--- src/core/acs_pkg.sv ---
// acs_pkg: shared constants and types for the converter control logic
package acs_pkg;
    // control word field positions
    localparam int CTL_WIDTH = 14;
    localparam int STAT_WIDTH = 16;
    localparam int BIT_LAUNCH = 0;
    localparam int BIT_SEL_LO = 1;
    localparam int BIT_SEL_HI = 2;
    localparam int BIT_KIND = 3;
    localparam int BIT_TRIG = 4;
    localparam int BIT_RANGE = 5;
    localparam int BIT_RD_LO = 6;
    localparam int BIT_RD_HI = 7;
    localparam int BIT_PD_LO = 8;
    localparam int BIT_PD_HI = 9;
    localparam int BIT_BUSY = 4;
    // reset value of the control word
    localparam logic [13:0] CTL_RESET = 14'h0000;
    // write target and read source codes
    localparam logic [1:0] TARGET_CONTROL = 2'h3;
    localparam logic [1:0] SOURCE_DATA = 2'h0;
    localparam logic [1:0] SOURCE_TEST = 2'h1;
    localparam logic [1:0] SOURCE_CAL = 2'h2;
    localparam logic [1:0] SOURCE_STATUS = 2'h3;
    // timing, in ns, and derived cycle counts at 125 MHz
    localparam int CLK_PERIOD_NS = 8;
    localparam int CONV_TIME_NS = 4000;
    localparam int STEP_TIME_NS = 16000;
    localparam int CONV_CYCLES =
        (CONV_TIME_NS + CLK_PERIOD_NS - 1) / CLK_PERIOD_NS;
    localparam int STEP_CYCLES =
        (STEP_TIME_NS + CLK_PERIOD_NS - 1) / CLK_PERIOD_NS;
    // calibration steps
    typedef enum logic [2:0] {
        ACS_STEP_NONE,
        ACS_STEP_ARRAY,
        ACS_STEP_GAIN,
        ACS_STEP_OFFSET
    } acs_step_e;
endpackage : acs_pkg

--- src/core/acs_control_status.sv ---
// acs_control_status: control word, conversion/calibration, status word
// What this block does
// - range bit 0: unipolar, straight binary
// - range bit 1: bipolar, twos complement
// - writing trigger 1 starts one conversion
// - trigger bit self-clears when conversion completes
// - trigger also usable inside system calibration
// - kind bit: 0 self, 1 system calibration
// - launch starts chosen calibration, self-clears
// - launch 0: select bits address coefficients
// - self, code 00: array, gain, offset
// - self 01/10/11: gain+offset, offset, gain
// - system, code 00: array, gain, offset
// - system 01/10/11: gain+offset, offset, gain
// - read source 11 returns status word
// - status 15..10 zero, 7..6 one
// - status 9..8 show power setting
// - status 5 shows input range
// - status 4 busy: conversion or calibration
// - status 3 shows calibration kind
// - status 0 one while calibrating
// - status 2..1 show select bits
// - target 11 loads 14 low bits
// - source 11 holds until changed
`timescale 1ns/1ps
module acs_control_status
    import acs_pkg::*;
#(
    parameter int CONV_COUNT = CONV_CYCLES, // conversion length, cycles
    parameter int STEP_COUNT = STEP_CYCLES // calibration step, cycles
) (
    input wire logic clk, // master clock
    input wire logic rst_n, // sync reset, active low
    input wire logic wr_strobe, // one-cycle host write
    input wire logic [1:0] write_target, // {hi, lo} target lines
    input wire logic [15:0] wr_data, // host write data
    input wire logic rd_strobe, // one-cycle host read
    input wire logic [11:0] conv_result_raw, // analog result, offset bin
    input wire logic [15:0] test_data, // test register contents
    input wire logic [15:0] cal_coef_data, // addressed coefficient
    output logic [15:0] rd_data, // data of last read
    output logic [1:0] read_source, // active read source
    output logic [1:0] cal_coef_addr, // coefficient address
    output logic cal_coef_access, // coefficient path usable
    output logic [1:0] power_down_ctl, // power management setting
    output logic bipolar_range, // analog range select
    output logic conv_active, // conversion running
    output logic cal_active, // calibration running
    output acs_step_e cal_step, // current calibration step
    output logic cal_step_system, // step uses system input
    output logic [15:0] status_word, // live status word
    output logic [11:0] conv_result, // coded last result
    output logic conv_done // one-cycle end of conversion
);
    // register state of the top level
    typedef struct packed {
        logic [13:0] ctl; // control word
        logic conv_run; // conversion in progress
        logic cal_run; // calibration in progress
        logic busy; // registered busy flag
        logic [15:0] rd; // read data holding register
        logic [11:0] result; // coded result
        logic done; // conversion end pulse
    } acs_top_s;

    acs_top_s q;
    acs_top_s next_q;

    logic ctl_write; // control write this cycle
    logic trig_set; // trigger written as one
    logic launch_set; // launch written as one
    logic conv_start; // start a conversion timer
    logic cal_start; // start a calibration sequence
    logic conv_timer_done; // conversion timer ended
    logic step_start; // calibration step begins
    logic step_done; // calibration step ended
    logic cal_finish; // calibration end pulse
    logic seq_active; // sequencer running
    logic [11:0] coded; // result after range coding
    logic [15:0] stat; // assembled status word

    // decode: only target 11 reaches the control word
    assign ctl_write = wr_strobe && (write_target == TARGET_CONTROL);
    assign trig_set = ctl_write && wr_data[BIT_TRIG];
    assign launch_set = ctl_write && wr_data[BIT_LAUNCH];
    // a trigger during a running conversion is not a second start
    assign conv_start = trig_set && !q.conv_run;
    // the sequencer only sees launches that the flag accepts, so it
    // cannot restart between its end pulse and the flag clearing
    assign cal_start = launch_set && !q.cal_run;

    // conversion timer
    acs_timer #(
        .COUNT(CONV_COUNT)
    ) u_conv_timer (
        .clk(clk),
        .rst_n(rst_n),
        .start(conv_start),
        .done(conv_timer_done)
    );

    // calibration step timer, shared by every step of a sequence
    acs_timer #(
        .COUNT(STEP_COUNT)
    ) u_step_timer (
        .clk(clk),
        .rst_n(rst_n),
        .start(step_start),
        .done(step_done)
    );

    // calibration sequencer
    acs_cal_seq u_cal_seq (
        .clk(clk),
        .rst_n(rst_n),
        .launch(cal_start),
        .kind(wr_data[BIT_KIND]),
        .sel(wr_data[BIT_SEL_HI:BIT_SEL_LO]),
        .step_done(step_done),
        .step_start(step_start),
        .step(cal_step),
        .step_system(cal_step_system),
        .active(seq_active),
        .finish(cal_finish)
    );

    // range coding: flip the msb for twos complement
    always_comb begin
        coded = conv_result_raw;
        if (q.ctl[BIT_RANGE]) begin
            coded = {~conv_result_raw[11], conv_result_raw[10:0]};
        end
    end

    // status word assembly from live control and busy state
    always_comb begin
        stat = 16'h0000; // 15..10 stay zero
        stat[BIT_PD_HI:BIT_PD_LO] = q.ctl[BIT_PD_HI:BIT_PD_LO];
        stat[BIT_RD_HI:BIT_RD_LO] = 2'h3; // fixed ones
        stat[BIT_RANGE] = q.ctl[BIT_RANGE];
        stat[BIT_BUSY] = q.busy;
        stat[BIT_KIND] = q.ctl[BIT_KIND];
        stat[BIT_SEL_HI:BIT_SEL_LO] = q.ctl[BIT_SEL_HI:BIT_SEL_LO];
        stat[BIT_LAUNCH] = q.ctl[BIT_LAUNCH];
    end

    // next state of the control word and flags
    always_comb begin
        next_q = q;
        next_q.done = 1'b0;
        if (ctl_write) begin
            // low 14 bits load; 13..10 kept as written, host keeps zero
            next_q.ctl = wr_data[CTL_WIDTH-1:0];
            // a running job keeps its own bit set until it ends
            if (q.conv_run) begin
                next_q.ctl[BIT_TRIG] = 1'b1;
            end
            if (q.cal_run) begin
                next_q.ctl[BIT_LAUNCH] = 1'b1;
            end
        end
        if (conv_start) begin
            next_q.conv_run = 1'b1;
        end
        if (conv_timer_done) begin
            next_q.conv_run = 1'b0;
            next_q.ctl[BIT_TRIG] = 1'b0; // self-clear
            next_q.result = coded;
            next_q.done = 1'b1;
        end
        if (cal_start) begin
            next_q.cal_run = 1'b1;
        end
        if (cal_finish) begin
            next_q.cal_run = 1'b0;
            next_q.ctl[BIT_LAUNCH] = 1'b0; // self-clear
        end
        // busy follows either job, on the master clock
        next_q.busy = next_q.conv_run || next_q.cal_run;
        if (rd_strobe) begin
            // source stays until the next control write
            unique case (q.ctl[BIT_RD_HI:BIT_RD_LO])
                SOURCE_DATA: next_q.rd = {4'h0, q.result};
                SOURCE_TEST: next_q.rd = test_data;
                SOURCE_CAL: next_q.rd = {2'h0, cal_coef_data[13:0]};
                SOURCE_STATUS: next_q.rd = stat;
            endcase
        end
    end

    // state register
    always_ff @(posedge clk) begin
        if (!rst_n) begin
            q <= '0;
            q.ctl <= CTL_RESET;
        end else begin
            q <= next_q;
        end
    end

    // outputs
    assign rd_data = q.rd;
    assign read_source = q.ctl[BIT_RD_HI:BIT_RD_LO];
    assign cal_coef_addr = q.ctl[BIT_SEL_HI:BIT_SEL_LO];
    // coefficient address is meaningful only with launch clear
    assign cal_coef_access = !q.ctl[BIT_LAUNCH] && !seq_active;
    assign power_down_ctl = q.ctl[BIT_PD_HI:BIT_PD_LO];
    assign bipolar_range = q.ctl[BIT_RANGE];
    // a system calibration may use the trigger as well
    assign conv_active = q.conv_run;
    assign cal_active = q.cal_run;
    assign status_word = stat;
    assign conv_result = q.result;
    assign conv_done = q.done;
endmodule : acs_control_status

--- src/core/acs_timer.sv ---
// acs_timer: one-shot cycle counter reporting a done pulse
`timescale 1ns/1ps
module acs_timer
    import acs_pkg::*;
#(
    parameter int COUNT = 16 // cycles from start to done
) (
    input wire logic clk, // master clock
    input wire logic rst_n, // sync reset, active low
    input wire logic start, // begin a new count
    output logic done // one-cycle pulse at the end
);
    localparam int CW = $clog2(COUNT + 1);
    localparam logic [CW-1:0] LAST = CW'(COUNT - 1);

    typedef struct packed {
        logic run; // counting
        logic [CW-1:0] cnt; // elapsed cycles
        logic done; // end pulse
    } acs_timer_s;

    acs_timer_s q;
    acs_timer_s next_q;

    // count up while running, pulse done on the last cycle
    always_comb begin
        next_q = q;
        next_q.done = 1'b0;
        if (start) begin
            next_q.run = 1'b1;
            next_q.cnt = '0;
        end else if (q.run) begin
            if (q.cnt == LAST) begin
                next_q.run = 1'b0;
                next_q.done = 1'b1;
            end else begin
                next_q.cnt = q.cnt + CW'(1);
            end
        end
    end

    // state register
    always_ff @(posedge clk) begin
        if (!rst_n) begin
            q <= '0;
        end else begin
            q <= next_q;
        end
    end

    assign done = q.done;
endmodule : acs_timer

--- src/core/acs_cal_seq.sv ---
// acs_cal_seq: decodes calibration type and walks its steps
`timescale 1ns/1ps
module acs_cal_seq
    import acs_pkg::*;
(
    input wire logic clk, // master clock
    input wire logic rst_n, // sync reset, active low
    input wire logic launch, // one-cycle start pulse
    input wire logic kind, // 0 self, 1 system
    input wire logic [1:0] sel, // calibration select code
    input wire logic step_done, // current step finished
    output logic step_start, // begin timing a step
    output acs_step_e step, // step now running
    output logic step_system, // step uses system input
    output logic active, // calibration running
    output logic finish // one-cycle end pulse
);
    // each sequence is up to three steps, queued first to last
    typedef struct packed {
        acs_step_e cur; // running step
        acs_step_e nxt1; // queued second step
        acs_step_e nxt2; // queued third step
        logic sys; // system kind latched
        logic start; // step start pulse
        logic fin; // end pulse
    } acs_seq_s;

    acs_seq_s q;
    acs_seq_s next_q;

    // load a sequence on launch, then advance on each step end
    always_comb begin
        next_q = q;
        next_q.start = 1'b0;
        next_q.fin = 1'b0;
        if (launch && q.cur == ACS_STEP_NONE) begin
            next_q.sys = kind;
            next_q.start = 1'b1;
            // kind only changes the gain/offset source
            unique case (sel)
                2'h0: begin // array, gain, offset
                    next_q.cur = ACS_STEP_ARRAY;
                    next_q.nxt1 = ACS_STEP_GAIN;
                    next_q.nxt2 = ACS_STEP_OFFSET;
                end
                2'h1: begin // gain then offset
                    next_q.cur = ACS_STEP_GAIN;
                    next_q.nxt1 = ACS_STEP_OFFSET;
                    next_q.nxt2 = ACS_STEP_NONE;
                end
                2'h2: begin // offset only
                    next_q.cur = ACS_STEP_OFFSET;
                    next_q.nxt1 = ACS_STEP_NONE;
                    next_q.nxt2 = ACS_STEP_NONE;
                end
                2'h3: begin // gain only
                    next_q.cur = ACS_STEP_GAIN;
                    next_q.nxt1 = ACS_STEP_NONE;
                    next_q.nxt2 = ACS_STEP_NONE;
                end
            endcase
        end else if (q.cur != ACS_STEP_NONE && step_done) begin
            next_q.cur = q.nxt1;
            next_q.nxt1 = q.nxt2;
            next_q.nxt2 = ACS_STEP_NONE;
            if (q.nxt1 == ACS_STEP_NONE) begin
                next_q.fin = 1'b1; // last step ended
            end else begin
                next_q.start = 1'b1;
            end
        end
    end

    // state register
    always_ff @(posedge clk) begin
        if (!rst_n) begin
            q <= '0;
        end else begin
            q <= next_q;
        end
    end

    assign step_start = q.start;
    assign step = q.cur;
    // the array step is always internal, whatever the kind
    assign step_system = q.sys && (q.cur != ACS_STEP_ARRAY);
    assign active = (q.cur != ACS_STEP_NONE);
    assign finish = q.fin;
endmodule : acs_cal_seq

--- config.mk ---
export PLATFORM = sky130hd
export DESIGN_NAME = acs_control_status
export DESIGN_NICKNAME = d
export VERILOG_FILES = /design/src/core/acs_pkg.sv /design/src/core/acs_control_status.sv /design/src/core/acs_timer.sv /design/src/core/acs_cal_seq.sv
export SDC_FILE = /design/constraint.sdc
export NUM_CORES = 1
export LEC_CHECK = 0
export BUFFER_PORTS_ARGS = -buffer_cell sky130_fd_sc_hd__buf_2
export CAP_MARGIN = 20
export CORE_MARGIN = 4
export CORE_UTILIZATION = 49
export CTS_CLUSTER_DIAMETER = 80
export DETAILED_ROUTE_END_ITERATION = 8
export PLACE_DENSITY = 0.85
export SETUP_SLACK_MARGIN = 0.15
export SYNTH_ARGS = -nofsm -noshare
export SYNTH_HDL_FRONTEND = slang
export SYNTH_SLANG_ARGS = --single-unit
export TNS_END_PERCENT = 50
--- constraint.sdc ---
create_clock -name clk -period 1.9 [get_ports clk]
set_input_delay 0.19 -clock clk [delete_from_list [all_inputs] [get_ports clk]]
set_output_delay 0.19 -clock clk [all_outputs]
set_load 0.01 [all_outputs]
Word level (Yosys, flattened, before mapping)
Cells that the tools add are included.
- flip-flop bits (word level): 77
- input bits: 66
- word-level logic and storage cells: 92
- add/sub/neg operators: 2
- equal/unequal tests: 10
- muxes and demuxes: 25
- bitwise operators: 7
- reductions and logical operators: 28
- operator list (cell ; count):
    case mux 16 bit (4 select lines) ; 1
    case mux 9 bit (4 select lines) ; 1
    2-to-1 mux 9 bit ; 3
    2-to-1 mux 12 bit ; 2
    2-to-1 mux 11 bit ; 2
    2-to-1 mux 1 bit ; 13
    2-to-1 mux 13 bit ; 1
    adder 11 x 1 -> 11 bit, second input constant ; 1
    equality test 11 bit, second input constant ; 1
    equality test 2 bit, second input constant ; 5
    2-to-1 mux 10 bit ; 1
    adder 9 x 1 -> 9 bit, second input constant ; 1
    equality test 9 bit, second input constant ; 1
    logical AND 1 bit ; 9
    OR reduction 3 bit ; 3
    inverter 1 bit ; 7
    zero test 3 bit ; 2
    OR reduction 2 bit ; 3
    equality test 2 x 1 -> 1 bit, second input constant ; 2
    zero test 1 bit ; 4
    zero test 2 bit ; 2
    AND reduction 2 bit ; 2
    != test 3 x 1 -> 1 bit, second input constant ; 1
    nonzero test 3 bit ; 1
    3 further kinds ; 3

Logic depth before layout (Yosys ltp)
Gate-level depths: netlist (run 1).
- word-level depth: 7
- depth in mapped cells: 6
- depth with buffers taken out: 5

Hierarchy
Synthesis (run 1) repeated with hierarchy kept, for this count alone.
- cells, all modules: 378
- area, all modules: 3502.1 um^2
- by module, submodules not included (module ; instances ; cells an instance ; area each (um^2) ; sequential area each (um^2)):
    acs_control_status ; 1 ; 203 ; 1965.6 ; 820.8
    acs_timer at u_step_timer ; 1 ; 75 ; 668.1 ; 260.2
    acs_timer at u_conv_timer ; 1 ; 53 ; 479.2 ; 220.2
    acs_cal_seq ; 1 ; 47 ; 389.1 ; 160.2

Least setup slack after synthesis (run 1)
OpenSTA, ideal clock, no wires.
- path type: register -> register
- start: reg q (netlist bit read_source[1])
- end: reg q (netlist bit rd_data[1])
- setup time: 128 ps
- arrival: 1324 ps
- required time: 1772 ps
- slack: 449 ps
- stages on the path, launching flop included: 6
- cell sequence: dfxtp_1 > buf_6 > buf_6 > mux4_2 > mux2i_1 > nor2_1
- word-level cells in the longest chain between the ends: 2
- elaborated cells on any way between the ends: 5
- those cells by class: eq/ne: 3; mux: 1; reduce/logical: 1
- RTL lines (what ; line ; text):
    start, declared ; acs_control_status.sv:66 ; acs_top_s q;
    start signal, assigned ; acs_control_status.sv:197 ; q <= next_q;
    equality test 2 bit (tied with other cells) ; acs_control_status.sv:182 ; unique case (q.ctl[BIT_RD_HI:BIT_RD_LO])
    case mux 16 bit (4 select lines) (*) ; acs_control_status.sv:182 ;
Every way passes the cells marked *; elsewhere a longest branch is shown, timed or not.
A chain may end at the register's enable or synchronous reset.

Worst setup path in the final report (run 1)
- start: reg u_conv_timer.q[1] in the netlist's numbering
- end: reg u_conv_timer.q[3] in the netlist's numbering
- word-level cells in the longest chain between the ends: 3
- elaborated cells on any way between the ends: 4
- those cells by class: add/sub: 1; eq/ne: 1; bitwise: 1; reduce/logical: 1
- RTL lines (what ; line ; text):
    start, declared ; acs_timer.sv:22 ; acs_timer_s q;
    start signal, assigned ; acs_timer.sv:47 ; q <= next_q;
    branches (longest 3 deep; another with adder 9 x 1 -> 9 bit) ; -- ;
Several ways; the timed one is not identified.

==> results of run 1 <==
==> state kept, by name, indices dropped and copies added (netlist names), 2 cells and up <==
signal	cells
status_word	3
rd_data	16
u_step_timer.q	12
power_down_ctl	2
u_cal_seq.step	2
u_cal_seq.q	4
cal_coef_addr	2
conv_result	12
u_conv_timer.q	10
read_source	2
==> critical path: cells and delay by family, from the launching register on <==
kind / cells / cell delay, ns
compound gates: 2 / 0.28
fa+ha+maj: 1 / 0.24
flops: 1 / 0.38
simple gates: 2 / 0.55
==> Yosys cell counts, types with 2 or more instances <==
cell type   n
a22oi_1     2
nand2b_1    6
nand3_1     8
a211oi_1    5
buf_6       2
clkbuf_1    8
o21bai_1    2
buf_1       2
a31oi_1     2
ha_1        2
dfxtp_1    73
mux2i_1    26
nor2b_1     3
a21oi_1    24
buf_4      16
o221ai_1    3
mux4_2      8
conb_1      2
nor4_1      2
and2_1      2
and4_1      2
o21ai_0     2
and3_1      4
nand2_1    23
buf_2       4
nand4_1     3
inv_1       5
nand4_2     2
mux2_2      3
nor2_1     53
or3_1       2
xnor2_1     8
nor3_1     11
xor2_1      7
==> stage by stage <==
stage               std cells  utilization, %  worst slack [ns]
CTS                       522            61.8             0.323
detailed placement        507            59.2             0.354
global placement          507            59.2             0.426
global route              522            61.8             0.227
finish                    522            61.8             0.310
floorplan                 350               -             0.449
==> metal layers <==
metal	part of all wire (%)	track usage (%)	up-vias
li1	-	-	1365
met1	42	22.9	1302
met2	50	33.0	91
met3	6.0	4.76	14
met4	1.5	8.55	0
met5	0	0	-
==> cells in the final DEF, fill, tap and decap left out, drive strengths merged, types with 8 or more instances in the layout <==
master  instances
a21oi          24
nor3           11
clkbuf         12
nand2          23
mux2i          26
conb            9
xnor2           8
nor2           53
buf           112
nand3           9
dfxtp          73
mux4            8
==> power groups by stage <==
stage,Clock (mW),Sequential (mW),Combinational [mW]
final,1.03,1.58,0.240
after global routing,1.12,1.58,0.262
after CTS,1.05,1.58,0.240
after detailed placement,0,1.61,0.238
after global placement,0,1.61,0.232
after floorplan,0,1.62,0.141
==> kinds of logic (layout without fill, tap and decap cells) <==
logic type      count (synthesis)  after routing  share of synthesized area, %
compound gates                 50             50                          10.6
simple gates                  126            126                          18.9
buf+inv                        38            133                          6.76
other cells                     2              9                         0.228
xor+xnor                       15             15                          3.99
fa+ha+maj                       2              2                         0.759
mux                            37             37                          14.4
flops                          73             73                          44.3
==> worst min-delay path by stage <==
stage,from,endpoint
2_1_floorplan,wr_data[7],read_source[1]$_SDFFE_PN0P_
3_3_place_gp,conv_result_raw[10],conv_result[10]$_SDFFE_PN0P_
3_5_place_dp,conv_result_raw[7],conv_result[7]$_SDFFE_PN0P_
4_1_cts,wr_data[8],power_down_ctl[0]$_SDFFE_PN0P_
5_1_grt,wr_data[9],power_down_ctl[1]$_SDFFE_PN0P_
6_report,conv_result_raw[7],conv_result[7]$_SDFFE_PN0P_
==> final cells by class <==
class | instances | area, um2
fillers | 548 | 2460
multi-input cells | 239 | 1640
clock inverters | 3 | 17.5
repair buffers | 112 | 586
well taps | 77 | 96.3
clock buffers | 12 | 145
flip-flops and latches | 73 | 1460
inverters | 6 | 22.5
==> impl_metrics.csv, run 1 <==
group,metric,value,unit
run_status,status,"finished, final reports clean",
yosys,synth.ff_latch_count,73,
clocking,cts_hold_buf,0,
route,via_per_inst,5.31,
power,p_leak,1.74,nW
placed_design,port_buffers,107,
sta,hold_slack,0.0793,ns
sta,worstMarginPinSlew,0.520,ns
clocking,clk_latency,0.34,ns
grt,grt_pass1_vias,2725,
sta,tns,0,ns
placed_design,place_congestion,0.836,
critical_path,crit_path_start_kind,"flop",
route,drt_iter0_drc,143,
grt,grt_max_degree,45,
clocking,cts_tree,"done",
clocking,root_buffer,"clkbuf_8",
power,p_sw_share,24.1,%
finish,area_delta_synth_final,20.3,%
power,irDropWorstVdd,0.000429,V
critical_path,cpPeakStageDelay,0.43,ns
yosys,ys_warn_count,0,
grt,antenna_found_initial,0,
floorplan,coreArea,6420,um2
route,wirelength,7900,um
yosys,syn_inst,343,
clocking,clkTransAtPathRegs,0.07,ns
grt,grtUsageTotal,19.3,%
route,vias,2772,
critical_path,cp-endpoint,"u_conv_timer.q[3]$_SDFFE_PP0P_",
yosys,synth_cell_type_count,50,
sta,hold_viol_final,0,
floorplan,io_pins,125,
floorplan,die_w,90.0,um
clocking,clockBufferDepth,2,
yosys,synth_top_area_share,44.3,%
sta,max_slew_margin,65.3,%
critical_path,crit_type,"reg -> reg",
critical_path,crit_path_end_kind,"flop",
route,drc_errors,0,
sta,skew,0.0102,ns
power,seq_power_share,55.4,%
min_path,hold_path.class,"in -> reg",
clocking,post_cts_resize_count,0,
critical_path,rr_worst_depth,5,
sta,drv_slew,0,
placed_design,dpl_cell_area,3800,um2
floorplan,die_area,8100,um2
flow_run,max-cap-violations,0,
sta,setup_viol,0,
yosys,synth_area_leader_cell,"dfxtp_1",
critical_path,slowest_stage,"or4_4",
sta,rsz0062_at_grt,"no",
critical_path,cp-startpoint,"u_conv_timer.q[1]$_SDFFE_PP0P_",
critical_path,r2r_start,"u_conv_timer.q[1]$_SDFFE_PP0P_",
route,first_pass_iters,5,
power,power_frac_clock,36.2,%
route,antenna_left,0,
critical_path,critPathMaxFanout,4,
sta,fmax,629,MHz
floorplan,start_util,51.3,%
yosys,async_flop_share,0,%
finish,nNetsFinal,509,
critical_path,r2r_slack,0.31,ns
min_path,min_path_cells,3,
yosys,synth-edff-count,0,
sta,period_needed,1.59,ns
floorplan,num_rows,29,
critical_path,r2r_end,"u_conv_timer.q[3]$_SDFFE_PP0P_",
power,netSwitchingPower,0.688,mW
floorplan,die_y,90.0,um
clocking,numCtsBuffers,9,
clocking,cts.sinks,73,
critical_path,required,2.11,ns
yosys,seq_area_frac_synth,44.3,%
power,power_density,719,nW/um2
critical_path,crit_arrival,1.80,ns
critical_path,path_cells,"ha_1 > nand2_1 > or4_4 > a31oi_1 > a311oi_1",
finish,fin_area,3970,um2
power,intPower,2.17,mW
placed_design,place.detailed.hpwl,5810,um
sta,post-route-period-util,83.7,%
grt,grt_overflow,0,
grt,grt_first_pass_wirelength,12800,um
finish,antenna_cells,0,
yosys,synth.cell_area,3300,um2
yosys,synthFlopType,"dfxtp_1",
clocking,post_cts_buffers,0,
route,post_drt_wl_per_cell,15.1,um
yosys,synth.avg_cell_area,9.61,um2
finish,drive_above_1_share,32.8,%
power,power,2.85,mW
clocking,h-tree-depth,3,
yosys,synth.area.top_cells,"dfxtp_1 44%, mux2i_1 7.9%, nor2_1 6.0%",
power,p_comb_share,8.4,%
No activity file was read; power rests on OpenSTA's default activity.
==> run 2, diff against run 1 <==
clock period = 1.6 ns   (was 1.9 ns; I/O delays follow)
==> impl_metrics.csv, run 2 (synthesized netlist as in run 1, its figures left out) <==
group,metric,value,unit
run_status,status,"finished, final reports clean",
critical_path,r2r_start,"u_conv_timer.q[1]$_SDFFE_PP0P_",
critical_path,required,1.80,ns
route,wirelength,8550,um
floorplan,die_area,8100,um2
grt,grt_overflow,0,
min_path,hold_path.class,"in -> reg",
finish,nNetsFinal,519,
sta,setup_viol,0,
clocking,numCtsBuffers,9,
grt,grt_first_pass_wirelength,13400,um
clocking,h-tree-depth,3,
route,post_drt_wl_per_cell,16.0,um
sta,hold_viol_final,0,
route,first_pass_iters,6,
power,p_leak,1.84,nW
sta,post-route-period-util,90.4,%
finish,antenna_cells,0,
sta,rsz0062_at_grt,"yes",
clocking,cts_tree,"done",
finish,final_core_util,65.2,%
sta,hold_slack,0.0458,ns
critical_path,cpPeakStageDelay,0.44,ns
floorplan,coreArea,6420,um2
finish,drive_above_1_share,37.5,%
route,antenna_left,0,
clocking,clk_latency,0.35,ns
sta,skew,0.00934,ns
finish,fin_cells,533,
finish,fin_area,4190,um2
critical_path,cp-endpoint,"u_conv_timer.q[3]$_SDFFE_PP0P_",
floorplan,start_util,51.3,%
sta,fmax,691,MHz
route,drt_iter0_drc,141,
grt,antenna_found_initial,0,
floorplan,die_w,90.0,um
sta,period_needed,1.45,ns
critical_path,crit_path_end_kind,"flop",
flow_run,max-cap-violations,0,
critical_path,critPathMaxFanout,4,
route,via_per_inst,5.35,
sta,drv_slew,0,
floorplan,num_rows,29,
grt,grt_max_degree,44,
min_path,hp-start,"wr_data[6]",
power,power_density,925,nW/um2
clocking,clkTransAtPathRegs,0.08,ns
critical_path,r2r_slack,0.15,ns
clocking,cts.sinks,73,
clocking,root_buffer,"clkbuf_8",
finish,final_cell_mix,"107 x buf_2, 64 x dfxtp_1, 53 x nor2_1",
placed_design,place.detailed.hpwl,6200,um
critical_path,crit_type,"reg -> reg",
critical_path,rr_worst_depth,5,
placed_design,pre_cts_ws,0.0862,ns
clocking,clockBufferDepth,2,
finish,final_common_cell,"buf_2",
finish,largest_reg_flops,16,
critical_path,crit_path_start_kind,"flop",
grt,grtUsageTotal,20.5,%
sta,setup_slack,0.153,ns
placed_design,port_buffers,107,
placed_design,dp_cells,511,
floorplan,io_pins,125,
critical_path,cp-startpoint,"u_conv_timer.q[1]$_SDFFE_PP0P_",
critical_path,path_buf_inv,0,
sta,tns,0,ns
power,power,3.88,mW
placed_design,dpl_cell_area,3830,um2
critical_path,critPathTopFamily,"simple AND/OR/NAND/NOR gates",
grt,grt_pass1_vias,2753,
critical_path,crit_arrival,1.65,ns
critical_path,cp.depth,5,
route,vias,2849,
floorplan,die_y,90.0,um
finish,fillers,483,
finish,area_delta_synth_final,27.1,%
power,irDropWorstVdd,0.000714,V
critical_path,slowest_stage,"or4_4",
route,drc_errors,0,
placed_design,place_congestion,0.882,
critical_path,path_cells,"ha_4 > nand2_2 > or4_4 > a31oi_4 > a311oi_1",
critical_path,r2r_end,"u_conv_timer.q[3]$_SDFFE_PP0P_",
run 2: cell types whose count changed in the layout (fill, tap and decap cells not counted), moves of 2 or more:
cell and delta:
buf_4 +9, bufinv_16 +3, dfxtp_1 -9, dfxtp_2 +7, dfxtp_4 +2, ha_1 -2, ha_4 +2
run 2: area by class of cell:
type	count	area (um2)	share of cell area, %
clock inverter	5	104	2.48
sequential	73	1480	35.3
timing repair buffer	122	664	15.9
clock buffer	11	131	3.14
multi-input combinational	239	1690	40.4
tap	77	96.3	2.30
inverter	6	22.5	0.538
run 2: metal layers:
layer / track usage [%] / vias up / wire length [um]
met5: 0 / - / 0
met4: 6.63 / 0 / 152
met3: 7.10 / 13 / 553
met2: 36.0 / 100 / 4390
met1: 23.4 / 1339 / 3460
li1: - / 1397 / -
run 2: worst min-delay path by stage:
stage,cells after the start,to,slack [ns]
floorplan,2,read_source[1]$_SDFFE_PN0P_,0.29
global placement,3,conv_result[2]$_SDFFE_PN0P_,0.39
detailed placement,3,conv_result[2]$_SDFFE_PN0P_,0.41
CTS,3,read_source[0]$_SDFFE_PN0P_,0.03
global route,3,bipolar_range$_SDFFE_PN0P_,0.03
finish,3,read_source[0]$_SDFFE_PN0P_,0.05
run 2: worst register-to-register path, delay by kind of cell (launching register included):
family | cells | cell delay [ns]
AO/OA/AOI/OAI | 2 | 0.26
adder cells (fa/ha/maj) | 1 | 0.16
flip-flops | 1 | 0.36
AND/OR/NAND/NOR | 2 | 0.53
run 2: what timing repair did:
| action | in CTS | in global routing |
|---|---|---|
| endpoints found under the hold margin | 0 | 0 |
| hold buffers | 0 | 0 |
| endpoints found under the setup margin | 3 | 13 |
| gates resized for setup | 6 | 13 |
| buffers inserted | 0 | 6 |
| pin swaps | 1 | 2 |
run 2: report_power, final:
part	leakage, nW	internal (mW)	total, mW	switching (mW)
registers	0.595	1.84	1.87	0.0268
logic	1.12	0.142	0.302	0.160
clock network	0.118	1.04	1.70	0.666
==> run 3, diff against run 2 <==
clock period = 1.65 ns   (was 1.6 ns; I/O delays follow)
==> impl_metrics.csv, run 3 (synthesized netlist as in run 1, its figures left out) <==
group,metric,value,unit
critical_path,cpPeakStageDelay,0.51,ns
route,drc_errors,0,
critical_path,cp-startpoint,"u_conv_timer.q[5]$_SDFFE_PP0P_",
floorplan,num_rows,29,
route,via_per_inst,5.33,
route,first_pass_iters,5,
clocking,cts_tree,"done",
critical_path,critPathTopFamily,"simple AND/OR/NAND/NOR gates",
route,drt_iter0_drc,137,
floorplan,die_w,90.0,um
power,p_sw_share,24.0,%
critical_path,critPathMaxFanout,4,
sta,rsz0062_at_grt,"yes",
clocking,cts_hold_buf,0,
placed_design,port_buffers,107,
finish,fillers,555,
clocking,post_cts_buffers,0,
sta,post-route-period-util,89.4,%
finish,nNetsFinal,513,
clocking,cts.sinks,73,
route,post_drt_wl_per_cell,14.8,um
floorplan,die_area,8100,um2
route,antenna_left,0,
min_path,hold_path.class,"in -> reg",
finish,drive_above_1_share,34.9,%
critical_path,r2r_start,"u_conv_timer.q[5]$_SDFFE_PP0P_",
clocking,clkTransAtPathRegs,0.07,ns
critical_path,r2r_slack,0.18,ns
critical_path,crit_path_end_kind,"flop",
floorplan,start_util,51.3,%
finish,antenna_cells,0,
grt,antenna_found_initial,0,
power,netSwitchingPower,0.804,mW
min_path,hp-start,"conv_result_raw[6]",
power,power_density,826,nW/um2
power,intPower,2.54,mW
floorplan,die_y,90.0,um
route,wirelength,7800,um
critical_path,cp-endpoint,"u_conv_timer.q[3]$_SDFFE_PP0P_",
critical_path,crit_arrival,1.68,ns
placed_design,place.detailed.hpwl,5860,um
power,power_frac_clock,37.3,%
critical_path,rr_worst_depth,4,
sta,drv_slew,0,
sta,max_slew_margin,66.3,%
clocking,clockBufferDepth,2,
critical_path,cp.depth,4,
critical_path,slowest_stage,"or4_4",
clocking,numCtsBuffers,9,
sta,tns,0,ns
route,vias,2811,
sta,period_needed,1.47,ns
grt,grt_max_degree,44,
sta,hold_viol_final,0,
placed_design,place_congestion,0.811,
clocking,root_buffer,"clkbuf_8",
floorplan,coreArea,6420,um2
critical_path,path_cells,"nand4_4 > or4_4 > a31oi_1 > a311oi_1",
floorplan,io_pins,125,
critical_path,r2r_end,"u_conv_timer.q[3]$_SDFFE_PP0P_",
power,p_comb_share,8.4,%
clocking,clk_latency,0.34,ns
grt,grt_first_pass_wirelength,12400,um
finish,final_cell_mix,"107 x buf_2, 70 x dfxtp_1, 53 x nor2_1",
flow_run,max-cap-violations,0,
critical_path,required,1.85,ns
finish,final_core_util,63.0,%
grt,grtUsageTotal,19.0,%
sta,worstMarginPinSlew,0.506,ns
sta,skew,0.00632,ns
grt,grt_overflow,0,
grt,grt_pass1_vias,2608,
sta,setup_viol,0,
critical_path,path_buf_inv,0,
power,p_leak,1.78,nW
finish,final_common_cell,"buf_2",
critical_path,crit_type,"reg -> reg",
clocking,h-tree-depth,3,
power,seq_power_share,54.3,%
critical_path,crit_path_start_kind,"flop",
power,irDropWorstVdd,0.000772,V
run_status,status,"finished, final reports clean",
sta,fmax,678,MHz
finish,largest_reg_flops,16,
finish,area_delta_synth_final,22.9,%
==> run 3: tightest hold or removal path, delay by kind of cell <==
kind                   cells  cell delay, ns
buffers and inverters      1            0.07
muxes                      1            0.05
and+or+nand+nor            1            0.07
==> run 3: stage by stage <==
stage / hold WS [ns] / cells / area (um2) / total power, mW / setup slack [ns]
2_1_floorplan: 0.301 / 350 / 3320 / 2.02 / 0.199
3_3_place_gp: 0.403 / 511 / 3830 / 2.13 / 0.171
3_5_place_dp: 0.412 / 511 / 3830 / 2.14 / 0.0897
4_1_cts: 0.0494 / 527 / 4020 / 3.38 / 0.159
5_1_grt: 0.0572 / 527 / 4050 / 3.48 / 0.122
6_report: 0.0636 / 527 / 4050 / 3.35 / 0.175
==> run 3: worst min-delay path by stage <==
stage | slack [ns] | cells past startpoint | endpoint
after detailed placement | 0.41 | 3 | conv_result[6]$_SDFFE_PN0P_
final | 0.06 | 3 | conv_result[6]$_SDFFE_PN0P_
after global routing | 0.06 | 3 | read_source[0]$_SDFFE_PN0P_
after floorplan | 0.30 | 2 | read_source[1]$_SDFFE_PN0P_
after global placement | 0.40 | 3 | conv_result[8]$_SDFFE_PN0P_
after CTS | 0.05 | 3 | conv_result[6]$_SDFFE_PN0P_
==> run 3: final cells by class <==
cell class | instances | area (um2) | share of cell area (%)
clock buffer | 11 | 151 | 3.74
timing repair buffer | 116 | 616 | 15.2
clock inverter | 5 | 30.0 | 0.742
multi-input combinational | 239 | 1670 | 41.2
tap | 77 | 96.3 | 2.38
sequential | 73 | 1470 | 36.2
inverter | 6 | 22.5 | 0.556
==> run 3: power groups by stage <==
stage | Sequential (mW) | Combinational [mW] | Clock (mW)
after CTS | 1.81 | 0.284 | 1.28
after detailed placement | 1.86 | 0.282 | 0
after global routing | 1.82 | 0.311 | 1.35
after global placement | 1.85 | 0.276 | 0
after floorplan | 1.86 | 0.162 | 0
final | 1.82 | 0.282 | 1.25
==> run 3: repair_timing <==
item / in CTS / in global routing
endpoints found under the hold margin: 0 / 0
setup endpoints to repair: 1 / 5
resized for setup: 3 / 4
pin swaps: 1 / 0
==> run 3: metal layers <==
metal,vias up,track usage (%),part of all wire (%)
li1,1383,-,-
met4,0,6.25,1.2
met2,85,33.0,52
met3,6,6.09,6.0
met1,1337,21.9,41
met5,-,0,0
